==> config.mk <==
export PLATFORM = sky130hd
export DESIGN_NAME = mlc_top
export DESIGN_NICKNAME = d
export VERILOG_FILES = /design/src/design/mlc_pkg.sv /design/src/design/mlc_deadtime.sv /design/src/design/mlc_top.sv
export SDC_FILE = /design/constraint.sdc
export NUM_CORES = 1
export LEC_CHECK = 0
export BUFFER_PORTS_ARGS = -buffer_cell sky130_fd_sc_hd__buf_2
export CAP_MARGIN = 5
export CORE_ASPECT_RATIO = 1.2
export CORE_MARGIN = 2
export CORE_UTILIZATION = 52
export CTS_BUF_LIST = sky130_fd_sc_hd__clkbuf_4
export DETAILED_ROUTE_END_ITERATION = 6
export HOLD_SLACK_MARGIN = 0.03
export MAX_ROUTING_LAYER = met4
export PLACE_DENSITY = 0.75
export SETUP_SLACK_MARGIN = 0.15
export SKIP_CTS_REPAIR_TIMING = 1
export SLEW_MARGIN = 20
export SYNTH_ARGS = -nofsm -noshare
export SYNTH_HDL_FRONTEND = slang
export SYNTH_SLANG_ARGS = --single-unit
==> constraint.sdc <==
create_clock -name mclk -period 2.2 [get_ports mclk]
set_input_delay 0.11 -clock mclk [delete_from_list [all_inputs] [get_ports mclk]]
set_output_delay 0.11 -clock mclk [all_outputs]
set_load 0.1 [all_outputs]
==> src/design/mlc_pkg.sv <==
// Package: register map, field positions, reset values and timing for the motor loop coordinator
package mlc_pkg;
    localparam int ADDR_W = 4;
    localparam int DATA_W = 16;
    localparam int CNT_W = 12;
    localparam int NCH = 6;
    localparam int NPAIR = 3;
    // Register offsets
    localparam logic [3:0] REG_CTRL = 4'h0;
    localparam logic [3:0] REG_PERIOD = 4'h1;
    localparam logic [3:0] REG_DEAD = 4'h2;
    localparam logic [3:0] REG_DUTY0 = 4'h3;
    localparam logic [3:0] REG_DUTY1 = 4'h4;
    localparam logic [3:0] REG_DUTY2 = 4'h5;
    localparam logic [3:0] REG_TRIG0 = 4'h6;
    localparam logic [3:0] REG_TRIG1 = 4'h7;
    localparam logic [3:0] REG_DEBUG = 4'h8;
    localparam logic [3:0] REG_STATUS = 4'h9;
    localparam logic [3:0] REG_COUNT = 4'ha;
    // Control field positions
    localparam int CTRL_MOD_EN = 0;
    localparam int CTRL_TDU_EN = 1;
    localparam int CTRL_ADC_EN = 2;
    localparam int CTRL_GATE_EN = 3;
    localparam int CTRL_COMM_EN = 4;
    // Debug field positions
    localparam int DBG_PIN_DIS = 0;
    localparam int DBG_MON_ROUTE = 1;
    localparam int DBG_RELOAD_PE = 2;
    localparam int DBG_TRIG0_PE = 3;
    localparam int DBG_TRIG1_PE = 4;
    // Reset values
    localparam logic [15:0] CTRL_RST = 16'h0000;
    localparam logic [15:0] DEBUG_RST = 16'h0001;
    localparam logic [11:0] PERIOD_RST = 12'h064;
    localparam logic [11:0] DEAD_RST = 12'h002;
    localparam logic [11:0] DUTY_RST = 12'h032;
    localparam logic [11:0] TRIG_RST = 12'h000;
    // Timing: minimum gate-off time after wake before driving again
    localparam int CLK_HZ = 10_000_000;
    localparam int WAKE_SETTLE_NS = 1000;
    localparam int WAKE_SETTLE_CYC = (WAKE_SETTLE_NS * (CLK_HZ / 1_000_000) + 999) / 1000;
    localparam logic [3:0] WAKE_SETTLE = 4'(WAKE_SETTLE_CYC);
    typedef enum logic [1:0] {MLC_IDLE, MLC_RUN, MLC_STOP, MLC_WAKE} mlc_state_t;
endpackage

==> src/design/mlc_deadtime.sv <==
// Deadtime generator for one complementary output pair
`timescale 1ns/1ps
module mlc_deadtime (
    input wire logic mclk, // Clock
    input wire logic rst, // Synchronous reset
    input wire logic ce, // Clock enable
    input wire logic restart, // Reinitialise on commutation
    input wire logic base, // Raw modulator waveform
    input wire logic [11:0] dead, // Deadtime in cycles
    output logic hi, // High-side drive
    output logic lo // Low-side drive
);
    typedef struct packed {
        logic last;
        logic [11:0] cnt;
        logic hi;
        logic lo;
    } mlc_dt_t;
    mlc_dt_t r, next_r;

    // Both sides low while the deadtime counter runs after any edge
    always_comb begin
        next_r = r;
        if (restart) begin
            next_r.last = base;
            next_r.cnt = dead;
            next_r.hi = 1'b0;
            next_r.lo = 1'b0;
        end else if (base != r.last) begin
            next_r.last = base;
            next_r.cnt = dead;
            next_r.hi = 1'b0;
            next_r.lo = 1'b0;
        end else if (r.cnt != 12'h000) begin
            next_r.cnt = r.cnt - 12'h001;
        end else begin
            next_r.hi = r.last;
            next_r.lo = ~r.last;
        end
    end

    // State register
    always_ff @(posedge mclk) begin
        if (rst) begin
            r <= '0;
        end else if (ce) begin
            r <= next_r;
        end
    end

    assign hi = r.hi;
    assign lo = r.lo;

    never_both_a: assert property (@(posedge mclk) disable iff (rst) !(hi && lo))
        else $error("pair driven high on both sides");
    dead_gap_a: assert property (@(posedge mclk) disable iff (rst)
        (ce && $rose(hi)) |-> $past(!lo))
        else $error("no deadtime before high-side edge");
endmodule

==> src/design/mlc_top.sv <==
// Motor loop coordinator: modulator, trigger delay, gate enable and debug routing
// Functional notes
// - Commutation compare event restarts the modulator counter.
// - Trigger delay unit fires ADC triggers at set points each cycle.
// - In stop mode logic halts and gate driver becomes disabled.
// - On wake all module clock enables return together automatically.
// - Transistors are never actively driven during stop mode.
// - Complementary pairing and deadtime hold across stop entry and exit.
// - Pin disable bit set hides commutation signal, cleared drives it.
// - Monitor route sends channels 5-3 to timer port, 2-0 to pwm port.
// - Reload pin enable routes the reload event to its pin.
// - Trigger pin enables route generator 0 or 1 triggers to pins.
// - Center-aligned complementary pairs with deadtime before each edge.
`timescale 1ns/1ps
module mlc_top (
    input wire logic mclk, // 10 MHz bus clock
    input wire logic rst, // Synchronous reset, active high
    input wire logic ce, // Clock enable
    input wire logic [3:0] addr, // Register address
    input wire logic [15:0] wdata, // Write data
    input wire logic wr, // Write strobe
    input wire logic rd, // Read strobe
    output logic [15:0] rdata, // Read data, cycle after rd
    input wire logic stop_req, // Stop mode request
    input wire logic comm_pin, // Commutation compare from general timer
    input wire logic [5:0] gate_fault, // Unused-safe fault inputs, summed
    output logic [5:0] gate_out, // Gate driver outputs to bridge
    output logic gate_active, // Gate driver enabled
    output logic bus_clk_en, // Clock enable to modules
    output logic adc_trig, // ADC trigger pulse
    output logic reload_evt, // Modulator reload pulse
    output logic [2:0] timer_port_low_bits, // Timer port pins 2..0
    output logic [2:0] pwm_port_low_bits, // Pwm port pins 2..0
    output logic comm_pin_out, // Commutation compare pin
    output logic reload_pin, // Reload debug pin
    output logic [1:0] trig_pins // Trigger debug pins
);
    typedef struct packed {
        mlc_pkg::mlc_state_t st;
        logic [15:0] ctrl;
        logic [15:0] debug;
        logic [11:0] period;
        logic [11:0] dead;
        logic [2:0][11:0] duty;
        logic [1:0][11:0] trig;
        logic [11:0] cnt;
        logic dir;
        logic [3:0] settle;
        logic [2:0] comm_sync;
        logic comm_seen;
        logic [2:0] stop_sync;
        logic fault;
        logic [15:0] rdata;
        logic adc_trig;
        logic reload;
        logic [1:0] trig_hit;
        logic gate_active;
        logic [2:0] base;
    } mlc_state_s_t;
    mlc_state_s_t r, next_r;

    logic [5:0] pair_out;
    logic comm_evt;
    logic stop_lvl;
    logic run_en;
    logic restart;

    ////////////////////////////////////////////////////////////////////////////
    // Pin synchronisers: a rise is taken once stages two and three agree
    assign comm_evt = r.comm_sync[1] & r.comm_sync[2] & ~r.comm_seen;
    assign stop_lvl = r.stop_sync[1] & r.stop_sync[2];
    assign run_en = (r.st == mlc_pkg::MLC_RUN) & r.ctrl[mlc_pkg::CTRL_MOD_EN];
    assign restart = comm_evt & r.ctrl[mlc_pkg::CTRL_COMM_EN];

    ////////////////////////////////////////////////////////////////////////////
    // Next-state logic for registers, modulator, trigger unit and power sequencing
    always_comb begin
        next_r = r;
        next_r.comm_sync = {r.comm_sync[1:0], comm_pin};
        next_r.stop_sync = {r.stop_sync[1:0], stop_req};
        if (r.comm_sync[1] == r.comm_sync[2]) begin
            next_r.comm_seen = r.comm_sync[2];
        end
        next_r.adc_trig = 1'b0;
        next_r.reload = 1'b0;
        next_r.trig_hit = 2'b00;
        // Fault latch: set wins over a software clear in the same cycle
        if (|gate_fault) begin
            next_r.fault = 1'b1;
        end else if (wr && addr == mlc_pkg::REG_STATUS && wdata[0]) begin
            next_r.fault = 1'b0;
        end
        // Register writes
        if (wr) begin
            case (addr)
                mlc_pkg::REG_CTRL: next_r.ctrl = wdata;
                mlc_pkg::REG_PERIOD: next_r.period = wdata[11:0];
                mlc_pkg::REG_DEAD: next_r.dead = wdata[11:0];
                mlc_pkg::REG_DUTY0: next_r.duty[0] = wdata[11:0];
                mlc_pkg::REG_DUTY1: next_r.duty[1] = wdata[11:0];
                mlc_pkg::REG_DUTY2: next_r.duty[2] = wdata[11:0];
                mlc_pkg::REG_TRIG0: next_r.trig[0] = wdata[11:0];
                mlc_pkg::REG_TRIG1: next_r.trig[1] = wdata[11:0];
                mlc_pkg::REG_DEBUG: next_r.debug = wdata;
                default: ;
            endcase
        end
        // Read data stands for one cycle only
        next_r.rdata = 16'h0000;
        if (rd) begin
            case (addr)
                mlc_pkg::REG_CTRL: next_r.rdata = r.ctrl;
                mlc_pkg::REG_PERIOD: next_r.rdata = {4'h0, r.period};
                mlc_pkg::REG_DEAD: next_r.rdata = {4'h0, r.dead};
                mlc_pkg::REG_DUTY0: next_r.rdata = {4'h0, r.duty[0]};
                mlc_pkg::REG_DUTY1: next_r.rdata = {4'h0, r.duty[1]};
                mlc_pkg::REG_DUTY2: next_r.rdata = {4'h0, r.duty[2]};
                mlc_pkg::REG_TRIG0: next_r.rdata = {4'h0, r.trig[0]};
                mlc_pkg::REG_TRIG1: next_r.rdata = {4'h0, r.trig[1]};
                mlc_pkg::REG_DEBUG: next_r.rdata = r.debug;
                mlc_pkg::REG_STATUS: next_r.rdata = {11'h000, r.fault, r.gate_active, 1'b0, r.st};
                mlc_pkg::REG_COUNT: next_r.rdata = {4'h0, r.cnt};
                default: next_r.rdata = 16'h0000;
            endcase
        end
        // Power state sequencing
        case (r.st)
            mlc_pkg::MLC_IDLE: begin
                if (stop_lvl) begin
                    next_r.st = mlc_pkg::MLC_STOP;
                end else if (r.ctrl[mlc_pkg::CTRL_MOD_EN]) begin
                    next_r.st = mlc_pkg::MLC_RUN;
                end
            end
            mlc_pkg::MLC_RUN: begin
                if (stop_lvl) begin
                    next_r.st = mlc_pkg::MLC_STOP;
                end else if (!r.ctrl[mlc_pkg::CTRL_MOD_EN]) begin
                    next_r.st = mlc_pkg::MLC_IDLE;
                end
            end
            mlc_pkg::MLC_STOP: begin
                // Gate enable dropped so the bridge never sees a frozen drive
                next_r.ctrl[mlc_pkg::CTRL_GATE_EN] = 1'b0;
                if (!stop_lvl) begin
                    next_r.st = mlc_pkg::MLC_WAKE;
                    next_r.settle = mlc_pkg::WAKE_SETTLE;
                end
            end
            mlc_pkg::MLC_WAKE: begin
                if (r.settle != 4'h0) begin
                    next_r.settle = r.settle - 4'h1;
                end else begin
                    next_r.st = mlc_pkg::MLC_IDLE;
                end
            end
            default: next_r.st = mlc_pkg::MLC_IDLE;
        endcase
        // Center-aligned up/down counter, restarted on commutation
        if (restart) begin
            next_r.cnt = 12'h000;
            next_r.dir = 1'b0;
            next_r.reload = 1'b1;
        end else if (run_en) begin
            if (!r.dir) begin
                if (r.cnt >= r.period - 12'h001) begin
                    next_r.dir = 1'b1;
                end
                next_r.cnt = r.cnt + 12'h001;
            end else begin
                if (r.cnt <= 12'h001) begin
                    next_r.dir = 1'b0;
                    next_r.reload = 1'b1;
                end
                next_r.cnt = r.cnt - 12'h001;
            end
        end
        // Base waveforms: high while counter below duty, symmetric about center
        for (int i = 0; i < mlc_pkg::NPAIR; i++) begin
            next_r.base[i] = run_en & (r.cnt < r.duty[i]);
        end
        // Trigger delay unit: compare on the up-count, one pulse each
        if (run_en && r.ctrl[mlc_pkg::CTRL_TDU_EN] && !r.dir) begin
            for (int g = 0; g < 2; g++) begin
                if (r.cnt == r.trig[g]) begin
                    next_r.trig_hit[g] = 1'b1;
                end
            end
        end
        next_r.adc_trig = (|next_r.trig_hit) & r.ctrl[mlc_pkg::CTRL_ADC_EN];
        // Gate driver active only while running, enabled and fault free
        next_r.gate_active = run_en & r.ctrl[mlc_pkg::CTRL_GATE_EN] & ~r.fault & ~stop_lvl;
    end

    ////////////////////////////////////////////////////////////////////////////
    // State register
    always_ff @(posedge mclk) begin
        if (rst) begin
            r <= '0;
            r.st <= mlc_pkg::MLC_IDLE;
            r.ctrl <= mlc_pkg::CTRL_RST;
            r.debug <= mlc_pkg::DEBUG_RST;
            r.period <= mlc_pkg::PERIOD_RST;
            r.dead <= mlc_pkg::DEAD_RST;
            r.duty <= {3{mlc_pkg::DUTY_RST}};
            r.trig <= {2{mlc_pkg::TRIG_RST}};
        end else if (ce) begin
            r <= next_r;
        end
    end

    ////////////////////////////////////////////////////////////////////////////
    // One deadtime pair per channel pair
    genvar p;
    generate
        for (p = 0; p < mlc_pkg::NPAIR; p++) begin : g_pair
            mlc_deadtime u_dt (
                .mclk(mclk),
                .rst(rst),
                .ce(ce),
                .restart(restart),
                .base(r.base[p]),
                .dead(r.dead),
                .hi(pair_out[2 * p]),
                .lo(pair_out[2 * p + 1])
            );
        end
    endgenerate

    ////////////////////////////////////////////////////////////////////////////
    // Outputs and debug routing
    assign bus_clk_en = (r.st != mlc_pkg::MLC_STOP);
    assign gate_active = r.gate_active;
    // Disabled gate forces both sides low, preserving pair exclusivity
    assign gate_out = r.gate_active ? pair_out : 6'h00;
    assign adc_trig = r.adc_trig;
    assign reload_evt = r.reload;
    assign rdata = r.rdata;
    assign comm_pin_out = ~r.debug[mlc_pkg::DBG_PIN_DIS] & r.comm_sync[2];
    assign timer_port_low_bits = r.debug[mlc_pkg::DBG_MON_ROUTE] ? pair_out[5:3] : 3'h0;
    assign pwm_port_low_bits = r.debug[mlc_pkg::DBG_MON_ROUTE] ? pair_out[2:0] : 3'h0;
    assign reload_pin = r.debug[mlc_pkg::DBG_RELOAD_PE] & r.reload;
    assign trig_pins[0] = r.debug[mlc_pkg::DBG_TRIG0_PE] & r.trig_hit[0];
    assign trig_pins[1] = r.debug[mlc_pkg::DBG_TRIG1_PE] & r.trig_hit[1];

    ////////////////////////////////////////////////////////////////////////////
    // Checks
    restart_cnt_a: assert property (@(posedge mclk) disable iff (rst)
        (ce && restart) |=> (r.cnt == 12'h000))
        else $error("commutation did not restart counter");
    stop_gate_a: assert property (@(posedge mclk) disable iff (rst)
        (r.st == mlc_pkg::MLC_STOP) |-> (gate_out == 6'h00))
        else $error("gates driven in stop");
    stop_gate_off_a: assert property (@(posedge mclk) disable iff (rst)
        (ce && stop_lvl) |=> !gate_active)
        else $error("gate still active after stop");
    pin_hide_a: assert property (@(posedge mclk) disable iff (rst)
        r.debug[mlc_pkg::DBG_PIN_DIS] |-> !comm_pin_out)
        else $error("commutation visible with pin disabled");
    mon_route_a: assert property (@(posedge mclk) disable iff (rst)
        r.debug[mlc_pkg::DBG_MON_ROUTE] |-> ({timer_port_low_bits, pwm_port_low_bits} == pair_out))
        else $error("monitor route mismatch");
    reload_pin_a: assert property (@(posedge mclk) disable iff (rst)
        (r.debug[mlc_pkg::DBG_RELOAD_PE] && reload_evt) |-> reload_pin)
        else $error("reload not on pin");
    trig_pin_a: assert property (@(posedge mclk) disable iff (rst)
        (trig_pins[0] |-> r.debug[mlc_pkg::DBG_TRIG0_PE]) and (trig_pins[1] |-> r.debug[mlc_pkg::DBG_TRIG1_PE]))
        else $error("trigger pin without enable");
    trig_adc_a: assert property (@(posedge mclk) disable iff (rst)
        (adc_trig |-> (|r.trig_hit)))
        else $error("adc trigger without match");
    wake_clk_a: assert property (@(posedge mclk) disable iff (rst)
        (ce && r.st == mlc_pkg::MLC_STOP && !stop_lvl) |=> bus_clk_en)
        else $error("clocks not restored on wake");
    debug_rst_a: assert property (@(posedge mclk)
        $past(rst) |-> (r.debug[4:1] == 4'h0))
        else $error("debug routing not cleared by reset");
    stop_c: cover property (@(posedge mclk) disable iff (rst) r.st == mlc_pkg::MLC_STOP ##1 r.st == mlc_pkg::MLC_WAKE);
    restart_c: cover property (@(posedge mclk) disable iff (rst) restart);
    trig_c: cover property (@(posedge mclk) disable iff (rst) adc_trig);
    gate_c: cover property (@(posedge mclk) disable iff (rst) gate_active && (|gate_out));
endmodule

# Word-level counts from Yosys, hierarchy flattened
# Cells that the tools add are included.
# word_totals
regBits,212
# op_classes
addsub,7
magnitude_cmp,5
n_eq_ne,28
n_mux,55
bitwise,23
reduce_logical,48
# op_table
cell,count
$pmux W16 S11,1
$mux W12,10
$mux W104,1
$sub A12 B1 Y12 const B,5
$mux W15,3
$mux W14,3
$mux W13,3
$lt A12 B12 Y1,3
$reduce_bool A12 Y1,3
$mux W16,2
$reduce_and A3 Y1,10
$eq A12 B12 Y1,2
$reduce_and A2 Y1,12
$mux W2,10
$and A1 B1 Y1,16
$eq A4 B3 Y1 const B,4
$reduce_bool A2 Y1,8
$mux W1,14
$add A12 B1 Y12 const B,1
$eq A4 B4 Y1 const B,3
$ge A12 B12 Y1,1
$le A12 B1 Y1 const B,1
$mux W4,3
$reduce_bool A3 Y1,3
other kinds (25),44

# Logic depth before layout (Yosys ltp)
# depth
depth_word,7
mapped_depth,10

# Modules after synthesis
# A second synthesis with hierarchy kept.
# hier_totals
hier_cells,1534
hier_area_um2,12617.1
# modules_own_cells
mod,instances,cells_each,area_each_um2
mlc_top,1,1162,9539.1
mlc_deadtime,3,124,1026.0

# Worst setup path after synthesis
# OpenSTA, ideal clock, no wires.
# synth_path
path_kind,register to register
startpoint,register r[123] (netlist name)
endpoint,register r[36] (netlist name)
setup_time_ns,0.132
arrival_ns,2.061
t_required_ns,2.068
setup_slack_ns,0.008
path_stages_with_launch,10
synth_period_minus_slack_ns,2.192
cell_sequence,dfxtp_1 nor4_1 nand2_1 nor4_1 xnor2_1 ha_1 a21o_1 a21o_1 a211oi_1 a311oi_1
# synth_via
elab_chain_len,6
# synth_rtl
element,line_no,rtl
"start, declared",mlc_top.sv:60,"mlc_state_s_t r, next_r;"
"start signal, assigned",mlc_top.sv:208,r <= next_r;
$sub A12 B1 Y12,mlc_top.sv:166,if (r.cnt >= r.period - 12'h001) begin
$ge A12 B12 Y1,mlc_top.sv:166,
$mux W1,mlc_top.sv:166,
$mux W13,mlc_top.sv:165,if (!r.dir) begin
$mux W13,mlc_top.sv:164,end else if (run_en) begin
$mux W13,mlc_top.sv:160,if (restart) begin
# No other way between the ends. The select of a mux whose other input is x is not followed.
# A chain may end at the register's enable or synchronous reset.

# Worst setup path after layout
# Same ends and word-level chain as after synthesis.

==> flow_metrics.env <==
export IMPL_fin_crit_sh=1.034
export IMPL_netSwitchingPower_w=0.004330
export IMPL_final_nets=1763
export IMPL_clockPowerShare=0.272
export IMPL_via_count=12150
export IMPL_drv_slew=0
export IMPL_initialDrtViolationCount=1097
export IMPL_critPathKind="reg2reg"
export IMPL_async_flop_share=0
export IMPL_avgSynthCellArea_sq_um=7.854
export IMPL_num_rows=61
export IMPL_fmax_ghz=0.4396
export IMPL_cp_slowest_stage_delay_ns=0.34
export IMPL_place_congestion=0.9909
export IMPL_reg2reg_setup_slack_ns=-0.07
export IMPL_vdd_drop_max_mv=0.4358
export IMPL_ys_flop_type="dfxtp_1"
export IMPL_cp_max_fo=3
export IMPL_clk_latency_ns=0.70
export IMPL_violations="negative setup slack"
export IMPL_synth_commonest_cells="nand2_1, dfxtp_1, a21oi_1, nor2_1, clkbuf_1"
export IMPL_ant_nets=0
export IMPL_seqPwrFrac=0.373
export IMPL_cp_slowest_cell="dfxtp_2"
export IMPL_slew_headroom=0.3613
export IMPL_fin_crit_ns=2.275
export IMPL_ys_seq_area_frac=0.3514
export IMPL_die_area_sq_um=24470
export IMPL_ys_top_cells_by_area="dfxtp_1, nand2_1, a21oi_1, ha_1, nor2_1"
export IMPL_cpMostUsedCell="buf_4"
export IMPL_die_h_um=171.0
export IMPL_outcome="complete, but fails checks"
export IMPL_syn_to_final_growth_pct=17.79
export IMPL_grt_total_usage=0.3392
export IMPL_cellPowerDensity_nw_per_um2=856.8
export IMPL_hold_path_class="in2reg"
export IMPL_clock_skew_ns=0.03820
export IMPL_synth_top_cell_by_area="dfxtp_1"
export IMPL_synth_area_sq_um=12080
export IMPL_cts_root_buf="clkbuf_4"
export IMPL_cts_buffer_depth=3
export IMPL_rsz0062_at_grt="yes"
export IMPL_cap_viol_max_count=0
export IMPL_io_buffers=68
export IMPL_timing_setup_tns_ns=-0.07477
export IMPL_pre_cts_slack_ns=-0.03925
export IMPL_required_ns=2.79
export IMPL_syn_nets=1632
export IMPL_cts_sink_count=212
export IMPL_htree_levels=2
export IMPL_power_internal_w=0.007861
export IMPL_wl_per_cell_um=20.57
export IMPL_io_pins=69
export IMPL_synth_distinct_cells=82
export IMPL_critPathCaptureType="register"
export IMPL_crit_chain="nor4_4, nand2_2, buf_4, nor3_4, xnor2_1, ha_1, nand4_1, buf_4, nor2_2, nand2_1, a311oi_2"
export IMPL_cp_top_family="simple AND/OR/NAND/NOR gates"
export IMPL_tightestPinTransition_ns=0.9545
export IMPL_finalHoldWorstSlack_ns=0.08807
export IMPL_yosysMostFrequentCell="nand2_1"
export IMPL_die_w_um=143.1
export IMPL_fin_area_sq_um=14230
export IMPL_setup_viol=1
export IMPL_yosysWarnings=0
export IMPL_drive_above_1_share=0.1942
export IMPL_viasPerCell=6.015
export IMPL_total_power_w=0.01219
export IMPL_grt_pass1_vias=11250
export IMPL_synth_enable_flop_cells=0
export IMPL_fill_cells=2028
export IMPL_ys_seq_elements=212
export IMPL_place_area_sq_um=13090
export IMPL_grt_pass1_wl_um=62510
export IMPL_swShare=0.3552
export IMPL_drt_first_pass_iters=6
export IMPL_wirelength_um=41550
export IMPL_hold_violations=0
export IMPL_cp_start_kind="register"
export IMPL_p_leak_nw=5.485
export IMPL_start_util=0.5258
export IMPL_remaining_drc_errors=0
export IMPL_antenna_found_initial=1
export IMPL_coreArea_sq_um=22970
export IMPL_synthCells=1538
export IMPL_synthDominantCellAreaShare=0.3514
export IMPL_cts_made_buffers=56
export IMPL_cts_tree="done"
export IMPL_overflow=0
export IMPL_crit_buf_inv=2
export IMPL_crit_arrival_ns=2.87
export IMPL_clkSlewWorstSetupHoldPaths_ns=0.06
export IMPL_dp_hpwl_um=29620
export IMPL_share_comb_of_total_power=0.356
export IMPL_setup_ws_ns=-0.07477
export IMPL_grt_max_degree=49
==> kinds of logic after synthesis <==
logic type,after synthesis,synth area share
DFF,212,0.3514
adders and majority gates,61,0.06319
muxes,44,0.03708
and+or+nand+nor,608,0.2450
xor gates and xnor gates,45,0.03263
AOI/OAI and AO/OA,388,0.2070
buffers and inverters,180,0.06381
==> power groups by stage <==
stage | logic [W] | registers (W) | clock network [W]
floorplan | 0.00298 | 0.00450 | 0
CTS | 0.00386 | 0.00451 | 0.00338
global route | 0.00474 | 0.00459 | 0.00356
detailed placement | 0.00383 | 0.00459 | 0
finish | 0.00433 | 0.00454 | 0.00331
global placement | 0.00379 | 0.00458 | 0
==> cell type report <==
class	count	area, sq um	share of cell area
Antenna cell	1	2.502	0.0001759
Timing Repair Buffer	195	1435	0.1009
Clock buffer	82	615.6	0.04327
Inverter	58	220.2	0.01548
Sequential cell	212	4262	0.2995
Clock inverter	11	41.29	0.002902
Tap cell	315	394.1	0.02770
Multi-Input combinational cell	1146	7257	0.5101
==> worst min-delay path: stages <==
cell and delay, ns:
buf_2 0.19, buf_4 0.23, a211o_1 0.12, a31oi_1 0.07
==> flip-flops by register name, indices dropped and copies added, names as in the netlist <==
signal,cells
adc_trig,1
g_pair.u_dt.hi,3
g_pair.u_dt.lo,3
g_pair.u_dt.r,39
gate_active,1
next_r,4
r,144
rdata,16
reload_evt,1
==> final timing paths <==
check	cells after the start	from	to
min	4	addr[3]	rdata[9]$_SDFFE_PP0P_
min reg2reg	2	r[138]$_SDFFE_PP0P_	r[138]$_SDFFE_PP0P_
max	11	r[123]$_SDFFE_PP1P_	r[36]$_SDFFE_PP0P_
max reg2reg	11	r[123]$_SDFFE_PP1P_	r[36]$_SDFFE_PP0P_
==> per-stage QoR <==
| step | util | instances |
|---|---|---|
| finish | 0.6193 | 2020 |
| floorplan | - | 1538 |
| global route | 0.6193 | 2020 |
| CTS | 0.5982 | 1987 |
| global placement | 0.5696 | 1894 |
| detailed placement | 0.5696 | 1894 |
==> cell usage in the layout (no fill, tap or decap), types with 19 or more instances in the layout <==
cell type and n:
nand2_1 262, dfxtp_1 200, a21oi_1 161, nor2_1 113, buf_4 97, clkbuf_4 82
buf_2 67, ha_1 58, inv_1 54, o21ai_0 41, xnor2_1 39, mux2i_1 38
nor3_1 32, a22oi_1 28, nand3_1 25, dlygate4sd3_1 24, nand4_1 21, and2_1 20
nand2b_1 19
==> per-layer routing <==
layer  vias up  GRT usage  routed length, um
li1       5724          -                  -
met1      5732     0.4199              16680
met2       572     0.5328              19260
met3       123    0.05402               3393
met4         0     0.1778               2212
met5         -          -                  0
No activity file was read; power rests on OpenSTA's default activity.
